<file path="config.mk">
export PLATFORM = sky130hd
export DESIGN_NAME = sscr_top
export DESIGN_NICKNAME = d
export VERILOG_FILES = /design/src/hdl/sscr_pkg.sv /design/src/hdl/sscr_sync.sv /design/src/hdl/sscr_shift.sv /design/src/hdl/sscr_top.sv
export SDC_FILE = /design/constraint.sdc
export NUM_CORES = 1
export LEC_CHECK = 0
export ABC_AREA = 1
export BUFFER_PORTS_ARGS = -buffer_cell sky130_fd_sc_hd__buf_2
export CAP_MARGIN = 20
export CORE_UTILIZATION = 45
export CTS_BUF_LIST = sky130_fd_sc_hd__clkbuf_8
export CTS_CLUSTER_SIZE = 40
export DETAILED_ROUTE_END_ITERATION = 12
export MAX_ROUTING_LAYER = met4
export PLACE_DENSITY_LB_ADDON = 0.3
export SLEW_MARGIN = 20
export SYNTH_ARGS = -nofsm -noshare
export SYNTH_HDL_FRONTEND = slang
export SYNTH_SLANG_ARGS = --single-unit
</file>
<file path="constraint.sdc">
create_clock -name pclk -period 3.25 [get_ports pclk]
set_clock_uncertainty 0.2 [all_clocks]
set_input_delay 0.325 -clock pclk [delete_from_list [all_inputs] [get_ports pclk]]
set_output_delay 0.325 -clock pclk [all_outputs]
set_load 0.005 [all_outputs]
</file>
<file path="src/hdl/sscr_pkg.sv">
/*
 sscr_pkg: register offsets, status bit positions, reset values and
 field layout of the serial controller register bank.
 assumes a 32-bit APB with byte addresses and word-aligned registers.
*/
package sscr_pkg;
	// register byte offsets
	localparam logic [7:0] SSCR_OFF_CTRL = 8'h00;
	localparam logic [7:0] SSCR_OFF_TX_HOLD = 8'h04;
	localparam logic [7:0] SSCR_OFF_RX_HOLD = 8'h08;
	localparam logic [7:0] SSCR_OFF_RX_SYNC = 8'h0c;
	localparam logic [7:0] SSCR_OFF_TX_SYNC = 8'h10;
	localparam logic [7:0] SSCR_OFF_CMP0 = 8'h14;
	localparam logic [7:0] SSCR_OFF_CMP1 = 8'h18;
	localparam logic [7:0] SSCR_OFF_STATUS = 8'h1c;
	localparam logic [7:0] SSCR_OFF_IER = 8'h20;
	localparam logic [7:0] SSCR_OFF_IDR = 8'h24;
	localparam logic [7:0] SSCR_OFF_IMR = 8'h28;
	localparam logic [7:0] SSCR_OFF_TX_CNT = 8'h2c;
	localparam logic [7:0] SSCR_OFF_TX_NCNT = 8'h30;
	localparam logic [7:0] SSCR_OFF_RX_CNT = 8'h34;
	localparam logic [7:0] SSCR_OFF_RX_NCNT = 8'h38;
	localparam logic [7:0] SSCR_OFF_LAST = 8'h38;
	// status bit positions; those below SSCR_IRQ_W are shared by enable, disable and mask registers
	localparam int SSCR_B_TX_FREE = 0;
	localparam int SSCR_B_TX_DRAINED = 1;
	localparam int SSCR_B_TX_DONE = 2;
	localparam int SSCR_B_TX_BUFS_DONE = 3;
	localparam int SSCR_B_RX_AVAIL = 4;
	localparam int SSCR_B_RX_OVERRUN = 5;
	localparam int SSCR_B_RX_DONE = 6;
	localparam int SSCR_B_RX_BUFS_FULL = 7;
	localparam int SSCR_B_CMP_FIRST = 8;
	localparam int SSCR_B_CMP_SECOND = 9;
	localparam int SSCR_B_TX_FS_SEEN = 10;
	localparam int SSCR_B_RX_FS_SEEN = 11;
	localparam int SSCR_B_TX_ON = 16;
	localparam int SSCR_B_RX_ON = 17;
	localparam int SSCR_IRQ_W = 12;
	// control register fields
	localparam int SSCR_C_TX_ON = 0;
	localparam int SSCR_C_RX_ON = 1;
	localparam int SSCR_C_LEN_LO = 8;
	localparam int SSCR_C_LEN_HI = 12;
	// reset values
	localparam logic [31:0] SSCR_RST_WORD = 32'h0000_0000;
	localparam logic [4:0] SSCR_RST_LEN = 5'h07;
	localparam logic [15:0] SSCR_RST_CNT = 16'h0000;
	localparam logic [11:0] SSCR_RST_MASK = 12'h000;
endpackage

</file>
<file path="src/hdl/sscr_sync.sv">
/*
 sscr_sync: two-flop synchroniser for pins from outside the pclk domain.
 assumes each bit is an independent level; no bus coherency is given.
*/
`timescale 1ns/10ps
`default_nettype none
module sscr_sync #(
	parameter int WIDTH = 4
) (
	// clock and reset
	input wire logic clk,
	input wire logic rst_n,
	// pins in, synchronised levels out
	input wire logic [WIDTH-1:0] async_in,
	output logic [WIDTH-1:0] sync_out
);
	logic [WIDTH-1:0] meta_reg;

	// meta_reg feeds only the second flop
	always_ff @(posedge clk or negedge rst_n) begin
		if (!rst_n) begin
			meta_reg <= '0;
			sync_out <= '0;
		end else begin
			meta_reg <= async_in;
			sync_out <= meta_reg;
		end
	end
endmodule
`default_nettype wire

</file>
<file path="src/hdl/sscr_shift.sv">
/*
 sscr_shift: shift register shared by transmit and receive paths.
 shifts left, serial_in enters at bit 0, word ends right aligned.
 assumes step is a single-cycle pulse and last_idx is stable in a word.
*/
`timescale 1ns/10ps
`default_nettype none
module sscr_shift (
	// clock and reset
	input wire logic clk,
	input wire logic rst_n,
	// control
	input wire logic load,
	input wire logic [31:0] load_word,
	input wire logic step,
	input wire logic serial_in,
	input wire logic [4:0] last_idx,
	// state
	output logic [31:0] word,
	output logic busy,
	output logic done
);
	logic [4:0] cnt_reg;

	always_ff @(posedge clk or negedge rst_n) begin
		if (!rst_n) begin
			word <= 32'h0000_0000;
			cnt_reg <= 5'h00;
			busy <= 1'b0;
		end else if (load) begin
			word <= load_word;
			cnt_reg <= 5'h00;
			busy <= 1'b1;
		end else if (step) begin
			word <= {word[30:0], serial_in};
			if (cnt_reg == last_idx) begin
				cnt_reg <= 5'h00;
				busy <= 1'b0;
			end else begin
				cnt_reg <= cnt_reg + 5'h01;
			end
		end
	end

	// done rises one cycle after the last step, when word is complete
	always_ff @(posedge clk or negedge rst_n) begin
		if (!rst_n) begin
			done <= 1'b0;
		end else begin
			done <= step && !load && (cnt_reg == last_idx);
		end
	end
endmodule
`default_nettype wire

</file>
<file path="src/hdl/sscr_top.sv">
/*
 sscr_top: register bank of a synchronous serial controller on APB,
 with a small msb-first serial path so the status flags carry meaning.
 assumes link_clk and the frame-sync and data pins are asynchronous to
 pclk and slower than a quarter of it; DMA counters are loaded by software.
*/
`timescale 1ns/10ps
`default_nettype none
module sscr_top (
	// clock and reset
	input wire logic pclk,
	input wire logic presetn,
	// apb slave
	input wire logic psel,
	input wire logic penable,
	input wire logic pwrite,
	input wire logic [7:0] paddr,
	input wire logic [31:0] pwdata,
	output logic [31:0] prdata,
	output logic pready,
	output logic pslverr,
	// serial link
	input wire logic link_clk,
	input wire logic tx_frame_sync_in,
	input wire logic rx_frame_sync_in,
	input wire logic rx_data_in,
	output logic tx_data_out,
	// interrupt
	output logic irq
);
	import sscr_pkg::*;

	// returns {counter, next counter} after one transfer
	function automatic logic [31:0] dma_step(input logic [15:0] c,
		input logic [15:0] n);
		logic [31:0] r;
		r = {c, n};
		if (c == 16'h0001 && n != 16'h0000) begin
			r = {n, 16'h0000};
		end else if (c != 16'h0000) begin
			r = {c - 16'h0001, n};
		end
		return r;
	endfunction

	// apb decode
	logic wr;
	logic rd;
	logic mapped;
	assign wr = psel && penable && pready && pwrite;
	assign rd = psel && penable && pready && !pwrite;
	assign mapped = (paddr[1:0] == 2'b00) && (paddr <= SSCR_OFF_LAST);

	logic [31:0] ctrl_reg;
	logic [31:0] tx_hold_reg;
	logic [31:0] rx_hold_reg;
	logic [15:0] rx_sync_reg;
	logic [15:0] tx_sync_reg;
	logic [15:0] cmp0_reg;
	logic [15:0] cmp1_reg;
	logic [11:0] mask_reg;
	logic [15:0] tx_cnt_reg;
	logic [15:0] tx_ncnt_reg;
	logic [15:0] rx_cnt_reg;
	logic [15:0] rx_ncnt_reg;
	logic tx_full_reg;
	logic rx_avail_reg;
	logic ovr_reg;
	logic tx_end_reg;
	logic rx_end_reg;
	logic cmp_first_reg;
	logic cmp_second_reg;
	logic tx_fs_seen_reg;
	logic rx_fs_seen_reg;
	logic [3:0] pin_prev_reg;
	logic [31:0] status;

	logic tx_en;
	logic rx_en;
	logic [4:0] last_idx;
	assign tx_en = ctrl_reg[SSCR_C_TX_ON];
	assign rx_en = ctrl_reg[SSCR_C_RX_ON];
	assign last_idx = ctrl_reg[SSCR_C_LEN_HI:SSCR_C_LEN_LO];

	// link pins: {rx data, rx sync, tx sync, link clock}
	logic [3:0] pin_s;
	sscr_sync #(.WIDTH(4)) u_sync (
		.clk(pclk),
		.rst_n(presetn),
		.async_in({rx_data_in, rx_frame_sync_in, tx_frame_sync_in, link_clk}),
		.sync_out(pin_s)
	);

	always_ff @(posedge pclk or negedge presetn) begin
		if (!presetn) begin
			pin_prev_reg <= 4'h0;
		end else begin
			pin_prev_reg <= pin_s;
		end
	end

	logic lk_rise;
	logic lk_fall;
	logic txfs_rise;
	logic rxfs_rise;
	assign lk_rise = pin_s[0] && !pin_prev_reg[0];
	assign lk_fall = !pin_s[0] && pin_prev_reg[0];
	assign txfs_rise = pin_s[1] && !pin_prev_reg[1];
	assign rxfs_rise = pin_s[2] && !pin_prev_reg[2];

	// transmit path: data changes on falling link edges
	logic tx_load;
	logic [31:0] tx_word;
	logic tx_busy;
	assign tx_load = tx_full_reg && !tx_busy && tx_en;
	sscr_shift u_tx (
		.clk(pclk),
		.rst_n(presetn),
		.load(tx_load),
		.load_word(tx_hold_reg),
		.step(lk_fall && tx_busy),
		.serial_in(1'b0),
		.last_idx(last_idx),
		.word(tx_word),
		.busy(tx_busy),
		.done()
	);

	always_ff @(posedge pclk or negedge presetn) begin
		if (!presetn) begin
			tx_data_out <= 1'b0;
		end else begin
			// a reload shows its first bit at once, so words run back to back
			tx_data_out <= tx_load ? tx_hold_reg[last_idx] : (tx_busy ? tx_word[last_idx] : 1'b0);
		end
	end

	// receive path: sampled on rising link edges outside frame sync
	logic [31:0] rx_word;
	logic rx_done;
	sscr_shift u_rx (
		.clk(pclk),
		.rst_n(presetn),
		.load(1'b0),
		.load_word(SSCR_RST_WORD),
		.step(lk_rise && rx_en && !pin_s[2]),
		.serial_in(pin_s[3]),
		.last_idx(last_idx),
		.word(rx_word),
		.busy(),
		.done(rx_done)
	);

	logic [31:0] rx_aligned;
	assign rx_aligned = rx_word & (32'hffff_ffff >> (5'd31 - last_idx));

	// bits seen while rx sync is high form the rx sync word
	always_ff @(posedge pclk or negedge presetn) begin
		if (!presetn) begin
			rx_sync_reg <= SSCR_RST_CNT;
		end else if (lk_rise && rx_en && pin_s[2]) begin
			rx_sync_reg <= {rx_sync_reg[14:0], pin_s[3]};
		end
	end

	always_ff @(posedge pclk or negedge presetn) begin
		if (!presetn) begin
			rx_hold_reg <= SSCR_RST_WORD;
		end else if (rx_done) begin
			rx_hold_reg <= rx_aligned;
		end
	end

	// software registers
	logic tx_wr;
	logic tx_cnt_wr;
	logic rx_cnt_wr;
	assign tx_wr = wr && paddr == SSCR_OFF_TX_HOLD;
	assign tx_cnt_wr = wr && (paddr == SSCR_OFF_TX_CNT || paddr == SSCR_OFF_TX_NCNT);
	assign rx_cnt_wr = wr && (paddr == SSCR_OFF_RX_CNT || paddr == SSCR_OFF_RX_NCNT);

	always_ff @(posedge pclk or negedge presetn) begin
		if (!presetn) begin
			ctrl_reg <= {19'h0_0000, SSCR_RST_LEN, 8'h00};
			tx_hold_reg <= SSCR_RST_WORD;
			tx_sync_reg <= SSCR_RST_CNT;
			cmp0_reg <= SSCR_RST_CNT;
			cmp1_reg <= SSCR_RST_CNT;
		end else if (wr) begin
			case (paddr)
				SSCR_OFF_CTRL: ctrl_reg <= {19'h0_0000, pwdata[12:8], 6'h00, pwdata[1:0]};
				SSCR_OFF_TX_HOLD: tx_hold_reg <= pwdata;
				SSCR_OFF_TX_SYNC: tx_sync_reg <= pwdata[15:0];
				SSCR_OFF_CMP0: cmp0_reg <= pwdata[15:0];
				SSCR_OFF_CMP1: cmp1_reg <= pwdata[15:0];
				default: ;
			endcase
		end
	end

	// a 1 in enable sets, in disable clears; zeros leave the mask alone
	always_ff @(posedge pclk or negedge presetn) begin
		if (!presetn) begin
			mask_reg <= SSCR_RST_MASK;
		end else if (wr && paddr == SSCR_OFF_IER) begin
			mask_reg <= mask_reg | pwdata[SSCR_IRQ_W-1:0];
		end else if (wr && paddr == SSCR_OFF_IDR) begin
			mask_reg <= mask_reg & ~pwdata[SSCR_IRQ_W-1:0];
		end
	end

	// dma counters: tx counts holding writes, rx counts received words
	always_ff @(posedge pclk or negedge presetn) begin
		if (!presetn) begin
			tx_cnt_reg <= SSCR_RST_CNT;
			tx_ncnt_reg <= SSCR_RST_CNT;
		end else if (wr && paddr == SSCR_OFF_TX_CNT) begin
			tx_cnt_reg <= pwdata[15:0];
		end else if (wr && paddr == SSCR_OFF_TX_NCNT) begin
			tx_ncnt_reg <= pwdata[15:0];
		end else if (tx_wr) begin
			{tx_cnt_reg, tx_ncnt_reg} <= dma_step(tx_cnt_reg, tx_ncnt_reg);
		end
	end
	always_ff @(posedge pclk or negedge presetn) begin
		if (!presetn) begin
			rx_cnt_reg <= SSCR_RST_CNT;
			rx_ncnt_reg <= SSCR_RST_CNT;
		end else if (wr && paddr == SSCR_OFF_RX_CNT) begin
			rx_cnt_reg <= pwdata[15:0];
		end else if (wr && paddr == SSCR_OFF_RX_NCNT) begin
			rx_ncnt_reg <= pwdata[15:0];
		end else if (rx_done) begin
			{rx_cnt_reg, rx_ncnt_reg} <= dma_step(rx_cnt_reg, rx_ncnt_reg);
		end
	end
	// end flags: set when a transfer finds the counter at one, whether it then reaches zero or reloads
	logic tx_end_set;
	logic rx_end_set;
	assign tx_end_set = tx_wr && tx_cnt_reg == 16'h0001;
	assign rx_end_set = rx_done && !rx_cnt_wr && rx_cnt_reg == 16'h0001;

	always_ff @(posedge pclk or negedge presetn) begin
		if (!presetn) begin
			tx_end_reg <= 1'b0;
			rx_end_reg <= 1'b0;
		end else begin
			tx_end_reg <= tx_end_set || (tx_end_reg && !tx_cnt_wr);
			rx_end_reg <= rx_end_set || (rx_end_reg && !rx_cnt_wr);
		end
	end

	// holding flags
	logic rx_rd;
	assign rx_rd = rd && paddr == SSCR_OFF_RX_HOLD;

	always_ff @(posedge pclk or negedge presetn) begin
		if (!presetn) begin
			tx_full_reg <= 1'b0;
			rx_avail_reg <= 1'b0;
		end else begin
			tx_full_reg <= tx_wr || (tx_full_reg && !tx_load);
			rx_avail_reg <= rx_done || (rx_avail_reg && !rx_rd);
		end
	end

	// read-clear flags drop only the bits the status read reported,
	// so an event landing between setup and access is not lost
	logic st_rd;
	logic [31:0] seen;
	assign st_rd = rd && paddr == SSCR_OFF_STATUS;
	assign seen = st_rd ? prdata : 32'h0000_0000;

	always_ff @(posedge pclk or negedge presetn) begin
		if (!presetn) begin
			ovr_reg <= 1'b0;
			cmp_first_reg <= 1'b0;
			cmp_second_reg <= 1'b0;
			tx_fs_seen_reg <= 1'b0;
			rx_fs_seen_reg <= 1'b0;
		end else begin
			ovr_reg <= (rx_done && rx_avail_reg && !rx_rd)
				|| (ovr_reg && !seen[SSCR_B_RX_OVERRUN]);
			cmp_first_reg <= (rx_done && rx_aligned[15:0] == cmp0_reg)
				|| (cmp_first_reg && !seen[SSCR_B_CMP_FIRST]);
			cmp_second_reg <= (rx_done && rx_aligned[15:0] == cmp1_reg)
				|| (cmp_second_reg && !seen[SSCR_B_CMP_SECOND]);
			tx_fs_seen_reg <= txfs_rise
				|| (tx_fs_seen_reg && !seen[SSCR_B_TX_FS_SEEN]);
			rx_fs_seen_reg <= rxfs_rise
				|| (rx_fs_seen_reg && !seen[SSCR_B_RX_FS_SEEN]);
		end
	end

	always_comb begin
		status = 32'h0000_0000;
		status[SSCR_B_TX_FREE] = !tx_full_reg;
		status[SSCR_B_TX_DRAINED] = !tx_full_reg && !tx_busy;
		status[SSCR_B_TX_DONE] = tx_end_reg;
		status[SSCR_B_TX_BUFS_DONE] = tx_cnt_reg == 16'h0000 && tx_ncnt_reg == 16'h0000;
		status[SSCR_B_RX_AVAIL] = rx_avail_reg;
		status[SSCR_B_RX_OVERRUN] = ovr_reg;
		status[SSCR_B_RX_DONE] = rx_end_reg;
		status[SSCR_B_RX_BUFS_FULL] = rx_cnt_reg == 16'h0000 && rx_ncnt_reg == 16'h0000;
		status[SSCR_B_CMP_FIRST] = cmp_first_reg;
		status[SSCR_B_CMP_SECOND] = cmp_second_reg;
		status[SSCR_B_TX_FS_SEEN] = tx_fs_seen_reg;
		status[SSCR_B_RX_FS_SEEN] = rx_fs_seen_reg;
		status[SSCR_B_TX_ON] = tx_en;
		status[SSCR_B_RX_ON] = rx_en;
	end
	// read mux; write-only registers read as zero
	logic [31:0] rdata;
	always_comb begin
		case (paddr)
			SSCR_OFF_CTRL: rdata = ctrl_reg;
			SSCR_OFF_RX_HOLD: rdata = rx_hold_reg;
			SSCR_OFF_RX_SYNC: rdata = {16'h0000, rx_sync_reg};
			SSCR_OFF_TX_SYNC: rdata = {16'h0000, tx_sync_reg};
			SSCR_OFF_CMP0: rdata = {16'h0000, cmp0_reg};
			SSCR_OFF_CMP1: rdata = {16'h0000, cmp1_reg};
			SSCR_OFF_STATUS: rdata = status;
			SSCR_OFF_IMR: rdata = {20'h0_0000, mask_reg};
			SSCR_OFF_TX_CNT: rdata = {16'h0000, tx_cnt_reg};
			SSCR_OFF_TX_NCNT: rdata = {16'h0000, tx_ncnt_reg};
			SSCR_OFF_RX_CNT: rdata = {16'h0000, rx_cnt_reg};
			SSCR_OFF_RX_NCNT: rdata = {16'h0000, rx_ncnt_reg};
			default: rdata = 32'h0000_0000;
		endcase
	end

	// one wait-free access phase: data and ready registered in setup
	always_ff @(posedge pclk or negedge presetn) begin
		if (!presetn) begin
			prdata <= 32'h0000_0000;
			pready <= 1'b0;
			pslverr <= 1'b0;
		end else if (psel && !penable) begin
			prdata <= (!pwrite && mapped) ? rdata : 32'h0000_0000;
			pready <= 1'b1;
			pslverr <= !mapped;
		end else begin
			pready <= 1'b0;
			pslverr <= 1'b0;
		end
	end
	always_ff @(posedge pclk or negedge presetn) begin
		if (!presetn) begin
			irq <= 1'b0;
		end else begin
			irq <= |(status[SSCR_IRQ_W-1:0] & mask_reg);
		end
	end
endmodule
`default_nettype wire

</file>
# Word-level counts from Yosys, hierarchy flattened

Cells that the tools add are included.
Widths: inputs -> output; s select.

$add $sub $neg: 5
Order comparisons: 2
Equality and inequality tests: 22
Shift-type cells: 1
Muxes and demuxes: 36
Bitwise gates (word level): 7
Reduce and logical (&&, ||, !) cells: 112

Operator list:

| operator              | number |
|---|---|
| $pmux 32 s12          | 1 |
| $mux 32               | 7 |
| $mux 16               | 10 |
| $logic_not 16->1      | 4 |
| $reduce_bool 16->1    | 4 |
| $eq 8x6->1 const B    | 7 |
| $logic_and 1x1->1     | 50 |
| $mux 12               | 3 |
| $and 32x32->32        | 1 |
| $eq 16x1->1 const B   | 2 |
| $eq 16x16->1          | 2 |
| $eq 8x5->1 const B    | 4 |
| $shr 32x5->32 const A | 1 |
| $sub 16x1->16 const B | 2 |
| $and 12x12->12        | 2 |
| $mux 5                | 4 |
| $logic_not 1->1       | 19 |
| $reduce_bool 2->1     | 9 |
| $eq 8x4->1 const B    | 2 |
| $not 12->12           | 1 |
| $or 12x12->12         | 1 |
| $reduce_and 2->1      | 6 |
| $reduce_and 3->1      | 4 |
| $reduce_or 12->1      | 1 |
| 14 further kinds      | 38 |

Flip-flop bits (word level): 343

# Longest topological paths before layout

Gate-level depths: netlist of the first run.

Depth after elaboration: 8
Mapped depth: 13
Gate-level depth less buffers: 12

# Cells and area by module

From an unflattened synthesis of the first run, not the netlist that was laid out.

Cell total of the unflattened synthesis: 2,460
Area total of the unflattened synthesis: 18,283.8 um2

By module, submodules not included:

| module     | instances | cells each | area each (um2) | sequential area each (um2) |
|---|---|---|---|---|
| sscr_top   | 1         | 2,052      | 14,460.1        | 6,485.0 |
| sscr_shift | 2         | 200        | 1,811.7         | 975.9 |
| sscr_sync  | 1         | 8          | 200.2           | 200.2 |

# Least setup slack after synthesis of the first run

OpenSTA, ideal clock, no wires.

Path kind: reg-to-reg
From: register ctrl_reg[8]
To: register u_tx.busy
Arrival: 1.578 ns
Required time: 2.912 ns
Slack: 1.334 ns
Cell stages (with the launch flop): 10
Path buffers: 2
Clock period less this slack: 1.916 ns
Path through: dfstp_2 -> clkbuf_1 -> clkbuf_1 -> nand2_1 -> a21oi_1 -> nand3_1 -> nand2_1 -> inv_1 -> nor2_1 -> o21ai_0

Word-level cells in the longest chain between the ends: 3

Ends and longest elaborated chain:

| element                     | RTL line         | RTL |
|---|---|---|
| start: declaration          | sscr_top.sv:54   | `logic [31:0] ctrl_reg;` |
| start signal: assignment    | sscr_top.sv:184  | `ctrl_reg <= {19'h0_0000, SSCR_RST_LEN, 8'h00};` |
| start signal: assignment    | sscr_top.sv:191  | `SSCR_OFF_CTRL: ctrl_reg <= {19'h0_0000, pwdata[12:8], 6'h00, pwdata[1:0]};` |
| $eq 5x5->1                  | sscr_shift.sv:36 | `if (cnt_reg == last_idx) begin` |
| $reduce_bool 2->1 (no line) | n/a              |  |
| $reduce_and 2->1 (no line)  | n/a              |  |
| end signal: assignment      | sscr_shift.sv:29 | `busy <= 1'b0;` |
| end signal: assignment      | sscr_shift.sv:33 | `busy <= 1'b1;` |
| end signal: assignment      | sscr_shift.sv:38 | `busy <= 1'b0;` |
| end: declaration            | sscr_shift.sv:20 | `output logic busy,` |

No other way between the ends.
A chain may end at the register's enable or synchronous reset.

# Final worst setup path of the first run

From: register tx_cnt_reg[5]
To: register tx_ncnt_reg[13]

Word-level cells in the longest chain between the ends: 5
Elaborated cells between the ends (all ways): 7
Classes of those cells: eq/ne: 1; mux: 3; reduce/logical: 3

Ends and longest elaborated chain:

| element                  | RTL line        | RTL |
|---|---|---|
| start: declaration       | sscr_top.sv:62  | `logic [15:0] tx_cnt_reg;` |
| start signal: assignment | sscr_top.sv:218 | `tx_cnt_reg <= pwdata[15:0];` |
| start signal: assignment | sscr_top.sv:222 | `{tx_cnt_reg, tx_ncnt_reg} <= dma_step(tx_cnt_reg, tx_ncnt_reg);` |
| $eq 16x1->1 *            | sscr_top.sv:38  | `if (c == 16'h0001 && n != 16'h0000) begin` |
| $logic_and 1x1->1 *      | sscr_top.sv:38  |  |
| $mux 32                  | sscr_top.sv:38  |  |
| $mux 16                  | sscr_top.sv:221 | `end else if (tx_wr) begin` |
| $mux 16                  | sscr_top.sv:219 | `end else if (wr && paddr == SSCR_OFF_TX_NCNT) begin` |
| end signal: assignment   | sscr_top.sv:220 | `tx_ncnt_reg <= pwdata[15:0];` |
| end signal: assignment   | sscr_top.sv:222 |  |
| end: declaration         | sscr_top.sv:63  | `logic [15:0] tx_ncnt_reg;` |

Mark *: on every way between the ends. The rest lies on a longest branch, timed or not. The select of a mux whose other input is x is not followed.

==> results of run 1 <==
[per-stage QoR]
stage / cells / worst slack (ps) / hold WS (ps)
after floorplan: 2360 / 1334 / -170.6
after global placement: 2911 / 506.0 / 119.3
after detailed placement: 2911 / 482.1 / 117.4
after CTS: 3060 / 615.5 / 26.66
after global routing: 3060 / 386.5 / 60.53
final: 3060 / 627.3 / 64.11
[where the power goes]
part / internal [mW] / leakage (nW) / switching [mW] / total [mW]
clock network: 2.18 / 0.703 / 1.88 / 4.06
registers: 4.34 / 4.61 / 0.0387 / 4.38
logic: 0.143 / 5.08 / 0.340 / 0.483
[synthesized netlist by cell type, drive strengths merged, types with 8 or more instances]
master | n | share of area, %
o21ai | 363 | 10
nor3 | 12 | 0.43
xor2 | 16 | 0.79
nand4 | 21 | 0.75
o22ai | 22 | 0.78
nand3b | 10 | 0.43
nand2 | 772 | 17
inv | 227 | 4.8
ha | 8 | 0.57
a21oi | 40 | 1.1
nor2 | 194 | 4.6
xnor2 | 12 | 0.60
o31ai | 10 | 0.43
dfrtp | 340 | 48
a22o | 14 | 0.70
buf | 26 | 0.84
nand3 | 176 | 5.1
clkbuf | 71 | 1.5
[what timing repair did]
action | in CTS | in global routing
endpoints found under the setup margin | 0 | 0
endpoints found under the hold margin | 398 | 0
hold buffers | 44 | 0
[critical path, delay by kind of cell, from the launching register on]
kind                   cells  cell delay (ps)
AOI/OAI and AO/OA          2              650
and+or+nand+nor            7             1010
buffers and inverters      1              130
DFF                        1              480
[per-layer routing]
| metal | share of wire [%] | routed length [um] | vias to the layer above | track usage [%] |
|---|---|---|---|---|
| li1 | - | - | 7902 | - |
| met1 | 42 | 25670 | 8113 | 41.63 |
| met2 | 46 | 28380 | 681 | 50.40 |
| met3 | 7.3 | 4446 | 166 | 5.595 |
| met4 | 4.3 | 2655 | 0 | 13.49 |
| met5 | 0 | 0 | - | - |
[final cells by class]
cell class,count,area share [%]
tap,518,3.185
clock inverter,32,1.027
sequential,343,42.20
inverter,230,4.243
timing repair buffer,174,6.223
multi-input combinational,1690,38.18
clock buffer,73,4.938
[worst min path at each step]
stage	startpoint	end	slack, ps	cells after the start
after floorplan	presetn	asynchronous set/reset pin	-170	0
after global routing	paddr[2]	tx_cnt_reg[1]	60	5
after CTS	paddr[2]	tx_cnt_reg[1]	30	5
final	paddr[2]	tx_cnt_reg[1]	60	5
after global placement	presetn	tx_hold_reg[18]	120	1
after detailed placement	presetn	tx_hold_reg[17]	120	1
[cells by family after synthesis]
kind of cell,after synthesis,share of synthesized area [%]
and+or+nand+nor,1191,28.08
AOI/OAI and AO/OA,462,13.96
DFF,343,48.69
buffers and inverters,327,7.244
xor gates and xnor gates,28,1.391
adders and majority gates,8,0.5676
muxes,1,0.06385
==> flow_summary_export.csv, run 1 <==
group,metric,value,unit
floorplan,die_width,200.0,um
timing,finalHoldViolCount,0,
setup_path,r2r_slack,630,ps
global_routing,grtUsageTotal,32.33,%
floorplan,core-area,38650,um^2
setup_path,startpoint_type,"register",
setup_path,timing.rr.end,"tx_ncnt_reg[13]",
setup_path,cpMostUsedCell,"nand2_1",
global_routing,antenna_found_initial,0,
routing,drt-total-wl,61150,um
setup_path,cp-endpoint,"tx_ncnt_reg[13]",
logic_synthesis,ys_warn_count,0,
setup_path,critPathKind,"register to register",
logic_synthesis,syn-num-nets,2417,
outcome,status,"complete, no violations",
setup_path,cpPeakStageDelay,570,ps
place,gp_congestion,1.000,
place,place_area,18690,um^2
hold_path,min_path_type,"primary input to register",
clock_network,cts_tree,"built",
floorplan,dieHeight,200.0,um
floorplan,fp-row-count,72,
logic_synthesis,ys_types,46,
logic_synthesis,syn_inst,2360,
routing,vias,16860,
setup_path,arrival,2930,ps
finish,final_common_cell,"nand2_1",
logic_synthesis,syn_area,17630,um^2
routing,wire_per_inst,19.98,um
timing,finalMaxSlewViolations,0,
logic_synthesis,ys.flop_type,"dfrtp_1",
power_and_ir_drop,ir_drop,0.0002763,V
clock_network,clockRootBuffer,"clkbuf_8",
routing,drc_errors,0,
global_routing,grt_max_degree,88,
logic_synthesis,synth.avg_cell_area,7.472,um^2
logic_synthesis,ys_ff_latch,343,
timing,fin_crit_sh,80.70,%
global_routing,grt_pass1_wl,94040,um
routing,drt_iter0_markers,1648,
global_routing,grt-ovfl-total,0,
global_routing,grt_pass1_vias,16130,
setup_path,r2r_cells,10,
power_and_ir_drop,power_density,438.6,nW/um^2
finish,final_nets,2554,
clock_network,post-cts-setup-buffers,0,
timing,finalSetupTns,0,ps
floorplan,io_pins,85,
routing,routed_via_density,5.510,
setup_path,worstPathCellList,"nor2_1 -> nand2_1 -> nor2_1 -> nand2_1 -> nor2_4 -> nand2_4 -> o21ai_2 -> inv_1 -> nand2_1 -> o21ai_0",
clock_network,cts_buffers,58,
clock_network,clkTransAtPathRegs,60,ps
finish,drive_gt1_share,10.27,%
setup_path,cp.required,3560,ps
timing,tightest_slew,989.3,ps
finish,final_core_util,52.65,%
clock_network,cts_resized,0,
finish,fillers,3797,
floorplan,initial_core_util,45.63,%
power_and_ir_drop,p_leak,10.39,nW
place,io_buffers,84,
finish,area_growth,15.39,%
setup_path,cp-end-kind,"register",
timing,fmaxAchievable,381.3,MHz
logic_synthesis,synth_edf_count,0,
power_and_ir_drop,total_power,8.924,mW
clock_network,insertion_delay,690,ps
timing,setup_viol,0,
setup_path,critical_path.slowest_cell,"o21ai_2",
setup_path,crit_fanout,28,
place,dpl.hpwl,43980,um
finish,ff_latch_area,8587,um^2
finish,fin_area,20350,um^2
finish,multi_input_area,7770,um^2
timing,post-route-min-period,2623,ps
routing,dr.pass1.iters,5,
clock_network,cts.htree.levels,2,
logic_synthesis,synthArstFlopShare,100.0,%
clock_network,cts_num_sinks,343,
timing,slew_headroom,33.83,%
floorplan,dieArea,39980,um^2
timing,rsz0062_at_grt,"false",
finish,layout_common_cells,"767 x nand2_1, 354 x o21ai_0, 340 x dfrtp_1",
setup_path,r2r-start,"tx_cnt_reg[5]",
flow_run,cap_violations,0,
finish,diodes,0,
routing,ant_nets,0,
logic_synthesis,yosysSeqAreaShare,48.69,%
setup_path,crit_start,"tx_cnt_reg[5]",
clock_network,clk_path_buf_depth,3,
Power figures use the tool's default switching activity.
==> inputs of run 2 (changes only) <==
--- a/config.mk
+++ b/config.mk
@@ -5,7 +5,7 @@
 export SDC_FILE = /design/constraint.sdc
 export NUM_CORES = 1
 export LEC_CHECK = 0
-export ABC_AREA = 1
+export ABC_AREA = 0
 export BUFFER_PORTS_ARGS = -buffer_cell sky130_fd_sc_hd__buf_2
 export CAP_MARGIN = 20
 export CORE_UTILIZATION = 45
==> constraint.sdc (replaced) <==
create_clock -name pclk -period 2.2 [get_ports pclk]
set_clock_uncertainty 0.2 [all_clocks]
set_input_delay 0.22 -clock pclk [delete_from_list [all_inputs] [get_ports pclk]]
set_output_delay 0.22 -clock pclk [all_outputs]
set_load 0.005 [all_outputs]
==> run 2 against run 1 <==
  * The run now ends with hold timing, setup timing left
  * Global-route usage up 2.3 points
  * Fmax rose by 9.1%
  * Register-to-register slack worse by 830 ps
  * Die area down 0.28%
  * Synthesized cell count decreased by 26%
  * Highest routed layer unchanged
==> flow_summary_export.csv, run 2 <==
group,metric,value,unit
outcome,status,"complete, but fails checks",
outcome,violations,"hold timing, setup timing",
power_and_ir_drop,ir_drop,0.0005309,V
floorplan,fp-row-count,72,
floorplan,dieArea,39870,um^2
floorplan,die_width,199.7,um
logic_synthesis,synthTopCellsByCount,"350 x nand2_1, 340 x dfrtp_1, 134 x o21ai_0, 75 x mux2_2, 74 x clkbuf_1",
setup_path,worstPathCellList,"or4_4 -> nor2_4 -> o2111ai_4 -> buf_6 -> nand3b_4 -> a211oi_2 -> a221o_1",
clock_network,clockRootBuffer,"clkbuf_8",
finish,fillers,3191,
setup_path,cpPeakStageDelay,580,ps
clock_network,cts_buffers,60,
global_routing,antenna_found_initial,0,
logic_synthesis,syn-num-nets,1812,
timing,post-route-min-period,2404,ps
clock_network,clkTransAtPathRegs,60,ps
routing,vias,16180,
clock_network,clk_path_buf_depth,3,
floorplan,core-area,38560,um^2
place,io_buffers,84,
hold_path,min_path_type,"primary input to register",
logic_synthesis,synth_edf_count,0,
setup_path,cp-end-kind,"register",
timing,fin_crit_sh,109.3,%
floorplan,initial_core_util,45.61,%
finish,drive_gt1_share,34.74,%
logic_synthesis,ys.flop_type,"dfrtp_1",
clock_network,insertion_delay,690,ps
floorplan,dieHeight,199.7,um
finish,final_common_cell,"nand2_1",
clock_network,cts.htree.levels,2,
place,place_area,21040,um^2
timing,finalSetupTns,-10070,ps
routing,ant_nets,0,
finish,fin_area,23850,um^2
finish,final_nets,2238,
timing,finalHoldViolCount,4,
global_routing,grt-ovfl-total,0,
timing,setup_viol,69,
timing,slew_headroom,58.25,%
logic_synthesis,yosysSeqAreaShare,48.83,%
finish,ff_latch_area,8591,um^2
logic_synthesis,ys_warn_count,0,
setup_path,critical_path.slowest_cell,"or4_4",
timing,fmaxAchievable,416.0,MHz
setup_path,cp.required,2580,ps
setup_path,critPathKind,"register to register",
routing,drc_errors,0,
logic_synthesis,ys_types,91,
timing,tightest_slew,619.7,ps
floorplan,io_pins,85,
logic_synthesis,yosysMostFrequentCell,"nand2_1",
routing,wire_per_inst,23.94,um
clock_network,cts_num_sinks,343,
global_routing,grt_pass1_wl,98770,um
logic_synthesis,synth_largest_area_cell,"dfrtp_1",
timing,holdWs,-18.94,ps
timing,finalMaxSlewViolations,0,
place,dpl.hpwl,46060,um
setup_path,crit_fanout,8,
logic_synthesis,syn_area,17580,um^2
logic_synthesis,synth.avg_cell_area,10.02,um^2
setup_path,arrival,2780,ps
setup_path,r2r_cells,7,
flow_run,cap_violations,0,
global_routing,grtUsageTotal,34.60,%
finish,layout_common_cells,"346 x nand2_1, 337 x dfrtp_1, 309 x buf_4",
place,pre_cts_slack,-276.8,ps
clock_network,cts_tree,"built",
finish,area_growth,35.65,%
logic_synthesis,synthDominantCellAreaShare,48.38,%
timing,worst_slack,-203.9,ps
routing,drt_iter0_markers,1729,
hold_path,hold_path_depth,4,
routing,drt-total-wl,65830,um
timing,rsz0062_at_grt,"true",
routing,dr.pass1.iters,5,
routing,routed_via_density,5.884,
global_routing,grt_max_degree,76,
power_and_ir_drop,power_density,584.6,nW/um^2
power_and_ir_drop,total_power,13.94,mW
global_routing,grt_pass1_vias,16030,
logic_synthesis,synth_area_leaders,"dfrtp_1 48%, nand2_1 7.5%, mux2_2 4.8%, o21ai_0 3.8%, mux2i_1 3.4%",
setup_path,startpoint_type,"register",
logic_synthesis,synthArstFlopShare,100.0,%
logic_synthesis,ys_ff_latch,343,
finish,multi_input_area,9095,um^2
logic_synthesis,syn_inst,1755,
place,gp_congestion,1.033,
power_and_ir_drop,p_leak,11.58,nW
## run 2: cell types whose count changed after synthesis, sizes merged, moves of 75 or more
cell / before / now
nor2: 194 / 67
mux2: 1 / 76
nand3: 176 / 53
nand2: 772 / 351
o21ai: 363 / 137
inv: 227 / 32
## run 2: logic make-up after synthesis
logic type | share of synthesized area [%]
buffers and inverters | 3.807
flip-flops | 48.83
adder cells (fa/ha/maj) | 0.5693
AND/OR/NAND/NOR | 17.07
multiplexers | 10.53
XOR/XNOR | 2.391
AO/OA/AOI/OAI | 16.80
## run 2: final cells by class
class,count,area share [%]
diodes,1,0.01049
clock buffers,80,4.616
clock inverters,32,1.086
inverters,32,0.5036
multi-input cells,1253,38.13
flip-flops and latches,343,36.02
well taps,518,2.717
repair buffers,491,16.92
## run 2: critical path, delay by kind of cell, from the launching register on
kind / cells / cell delay (ps)
buffers and inverters: 1 / 180
AO/OA/AOI/OAI: 3 / 540
flip-flops: 1 / 380
AND/OR/NAND/NOR: 3 / 980
## run 2: final timing paths
check	start	to	slack, ps
worst max-delay path	rx_cnt_reg[4]	rx_cnt_reg[13]	-200
worst min register to register	u_sync.meta_reg[0]	u_sync.sync_out[0]	150
worst min-delay path	paddr[3]	rx_end_reg	-20
max in group asynchronous	presetn	u_tx.word[27]	1360
worst max register to register	rx_cnt_reg[4]	rx_cnt_reg[13]	-200
min in group asynchronous	presetn	irq	0
## run 2: timing repair
item                       4_1_cts  5_1_grt
buffers inserted                18        9
resized for setup               90       66
hold endpoints to repair       526        0
gates cloned                     3        3
setup endpoints to repair       70      134
hold buffers                    50        0
pin swaps                       33       32
## run 2: through the flow
step / util (%) / std cells
5_1_grt: 61.86 / 2749
6_report: 61.86 / 2750
2_1_floorplan: - / 1755
3_3_place_gp: 54.57 / 2556
4_1_cts: 60.78 / 2738
3_5_place_dp: 54.57 / 2556
## run 2: per-layer routing
metal  GRT usage (%)  share of wire, %
met1           46.59                43
met5               -                 0
met3           6.194               7.9
met2           51.12                45
met4           15.01               4.4
## run 2: power breakdown
group | switching [mW] | internal, mW
clock | 2.84 | 3.73
sequential | 0.0456 | 6.35
combinational | 0.597 | 0.381
==> inputs of run 3 (changes only) <==
--- a/config.mk
+++ b/config.mk
@@ -8,7 +8,7 @@
 export ABC_AREA = 0
 export BUFFER_PORTS_ARGS = -buffer_cell sky130_fd_sc_hd__buf_2
 export CAP_MARGIN = 20
-export CORE_UTILIZATION = 45
+export CORE_UTILIZATION = 53
 export CTS_BUF_LIST = sky130_fd_sc_hd__clkbuf_8
 export CTS_CLUSTER_SIZE = 40
 export DETAILED_ROUTE_END_ITERATION = 12
==> run 3 against run 2 <==
  * The flow finishes with violations (setup timing)
  * Total power decreased by 1.1%
  * Sequential power barely moved
  * Setup slack lost 16 ps
  * Final area barely moved
  * Via count rose by 3.0%
  * Critical path depth is 1 lower
  * Clock power down 3%
  * Global-route usage is 6.3 points higher
  * Utilization is 11 points higher
  * Clock-buffer cell count down 2
  * Largest cell class unchanged
  * Largest power group is now sequential cells
==> flow_summary_export.csv, run 3 (same netlist as run 2, synthesis figures left out) <==
group,metric,value,unit
power_and_ir_drop,power_switching,3.417,mW
finish,final_nets,2248,
setup_path,critical_path.slowest_cell,"or4_4",
finish,final_common_cell,"nand2_1",
routing,wire_per_inst,25.07,um
power_and_ir_drop,clkPwrFrac,46.4,%
finish,multi_input_area,9144,um^2
timing,rsz0062_at_grt,"true",
power_and_ir_drop,intPower,10.38,mW
floorplan,fp-row-count,66,
power_and_ir_drop,switching_share,24.77,%
setup_path,timing.rr.end,"tx_cnt_reg[6]",
routing,wl_met3,5980,um
finish,fillers,2247,
timing,post-route-min-period,2420,ps
floorplan,dieHeight,184.2,um
setup_path,cp-end-kind,"register",
floorplan,io_pins,85,
hold_path,min_path_type,"primary input to register",
timing,fin_crit_sh,110.0,%
timing,setup_viol,68,
floorplan,core-area,32620,um^2
place,place_inst,2482,
global_routing,antenna_found_initial,1,
routing,wl_met1,27370,um
routing,routed.top_layer,"met4",
clock_network,clockRootBuffer,"clkbuf_8",
hold_path,hold_path_depth,5,
routing,vias,16670,
timing,worst_slack,-220.4,ps
timing,fmaxAchievable,413.2,MHz
setup_path,cp.required,2550,ps
finish,drive_gt1_share,35.70,%
flow_run,cap_violations,0,
clock_network,insertion_delay,670,ps
timing,tightest_slew,682.5,ps
setup_path,r2r_cells,6,
setup_path,critPathKind,"register to register",
power_and_ir_drop,power_density,578.3,nW/um^2
finish,stdcell_count,2679,
finish,area_growth,35.68,%
setup_path,r2r_slack,-220,ps
place,io_buffers,84,
global_routing,grtUsageTotal,40.87,%
timing,holdWs,66.85,ps
finish,layout_common_cells,"342 x nand2_1, 335 x dfrtp_1, 316 x buf_4",
routing,drc_errors,0,
global_routing,grt-ovfl-total,0,
setup_path,worstPathCellList,"nor4_4 -> or2b_1 -> or4_4 -> nand3_1 -> a21oi_1 -> a211o_1",
routing,wl_met2,30860,um
routing,drt-total-wl,67150,um
routing,dr.pass1.iters,6,
clock_network,cts_buffers,59,
hold_path,min_to,"tx_cnt_reg[3]",
clock_network,cts_tree,"built",
clock_network,clk_path_buf_depth,3,
power_and_ir_drop,p_leak,11.54,nW
setup_path,crit_buf_inv,0,
timing,finalHoldViolCount,0,
power_and_ir_drop,combinationalPowerShare,7.2,%
floorplan,dieArea,33910,um^2
outcome,status,"complete, but fails checks",
global_routing,grt_pass1_vias,16360,
timing,slew_headroom,54.33,%
routing,ant_nets,0,
timing,finalMaxSlewViolations,0,
routing,drt_iter0_markers,1753,
floorplan,die_width,184.2,um
outcome,violations,"setup timing",
power_and_ir_drop,total_power,13.80,mW
global_routing,grt_max_degree,64,
setup_path,startpoint_type,"register",
clock_network,cts.htree.levels,2,
place,gp_congestion,1.064,
hold_path,min-delay-start,"paddr[3]",
floorplan,initial_core_util,53.91,%
finish,ff_latch_area,8593,um^2
setup_path,arrival,2770,ps
setup_path,crit_family,"simple AND/OR/NAND/NOR gates",
power_and_ir_drop,ir_drop,0.0005325,V
place,dpl.hpwl,46260,um
setup_path,crit_fanout,5,
power_and_ir_drop,p_seq_share,46.4,%
routing,routed_via_density,6.224,
setup_path,r2r-start,"tx_cnt_reg[13]",
clock_network,cts_num_sinks,343,
setup_path,cpPeakStageDelay,590,ps
clock_network,clkTransAtPathRegs,60,ps
global_routing,grt_pass1_wl,98810,um
run 3: changes by cell type in the layout (fill, tap and decap cells not counted), sizes merged:
cell          previous run  this run
dlymetal6s4s             1         0
a21o                     7         8
dlygate4sd3             48        45
inv                     53        49
clkinvlp                 2         1
diode                    1         2
nand3b                  10         9
buf                    440       455
nand3                   53        55
clkbuf                  82        78
run 3: worst max-delay path by stage:
| stage | cells past startpoint | from | end | slack (ps) |
|---|---|---|---|---|
| after floorplan | 7 | tx_cnt_reg[4] | tx_ncnt_reg[10] | -190 |
| after global placement | 7 | tx_cnt_reg[13] | tx_cnt_reg[5] | -220 |
| after detailed placement | 7 | tx_cnt_reg[13] | tx_cnt_reg[2] | -310 |
| after CTS | 7 | tx_cnt_reg[11] | tx_cnt_reg[2] | -180 |
| after global routing | 8 | rx_cnt_reg[14] | rx_cnt_reg[6] | -280 |
| final | 6 | tx_cnt_reg[13] | tx_cnt_reg[6] | -220 |
run 3: per-layer routing:
layer  vias to the layer above  track usage [%]
met5                         -                -
met4                         0            16.50
met3                       201            7.844
met2                       939            62.02
met1                      8294            54.04
li1                       7239                -
run 3: timing repair:
action                                  CTS  global route
cloned                                    5             1
buffers inserted                         23            18
pin swaps                                34            41
endpoints found under the setup margin   70            94
hold endpoints to repair                524             2
resized for setup                        98            72
hold buffers                             46             1
run 3: worst min-delay path: cells and delay by family:
| family | cells | cell delay [ps] |
|---|---|---|
| compound gates | 1 | 90 |
| simple gates | 2 | 240 |
| buf+inv | 2 | 340 |
run 3: through the flow:
step                TNS, ps  setup WS (ps)  util [%]  area, um^2
global placement     -10890         -218.2     64.27       20970
CTS                   -6560         -178.5     71.70       23390
detailed placement   -15650         -308.9     64.27       20970
finish                -9027         -220.4     73.14       23860
floorplan             -4534         -185.3         -       17840
global route         -13800         -279.7     73.14       23860
run 3: layout make-up:
cell class	instances	area share [%]
Clock buffer	78	4.500
Tap cell	442	2.318
Timing Repair Buffer	500	17.33
Antenna cell	2	0.02098
Sequential cell	343	36.02
Inverter	32	0.5035
Clock inverter	27	0.9807
Multi-Input combinational cell	1255	38.33
run 3: power groups by stage:
stage	clock network, mW	logic (mW)	registers, mW
6_report	6.40	0.998	6.40
5_1_grt	6.76	1.05	6.40
4_1_cts	6.44	0.950	6.40
3_5_place_dp	0	0.837	6.51
3_3_place_gp	0	0.826	6.51
2_1_floorplan	0	0.322	6.50
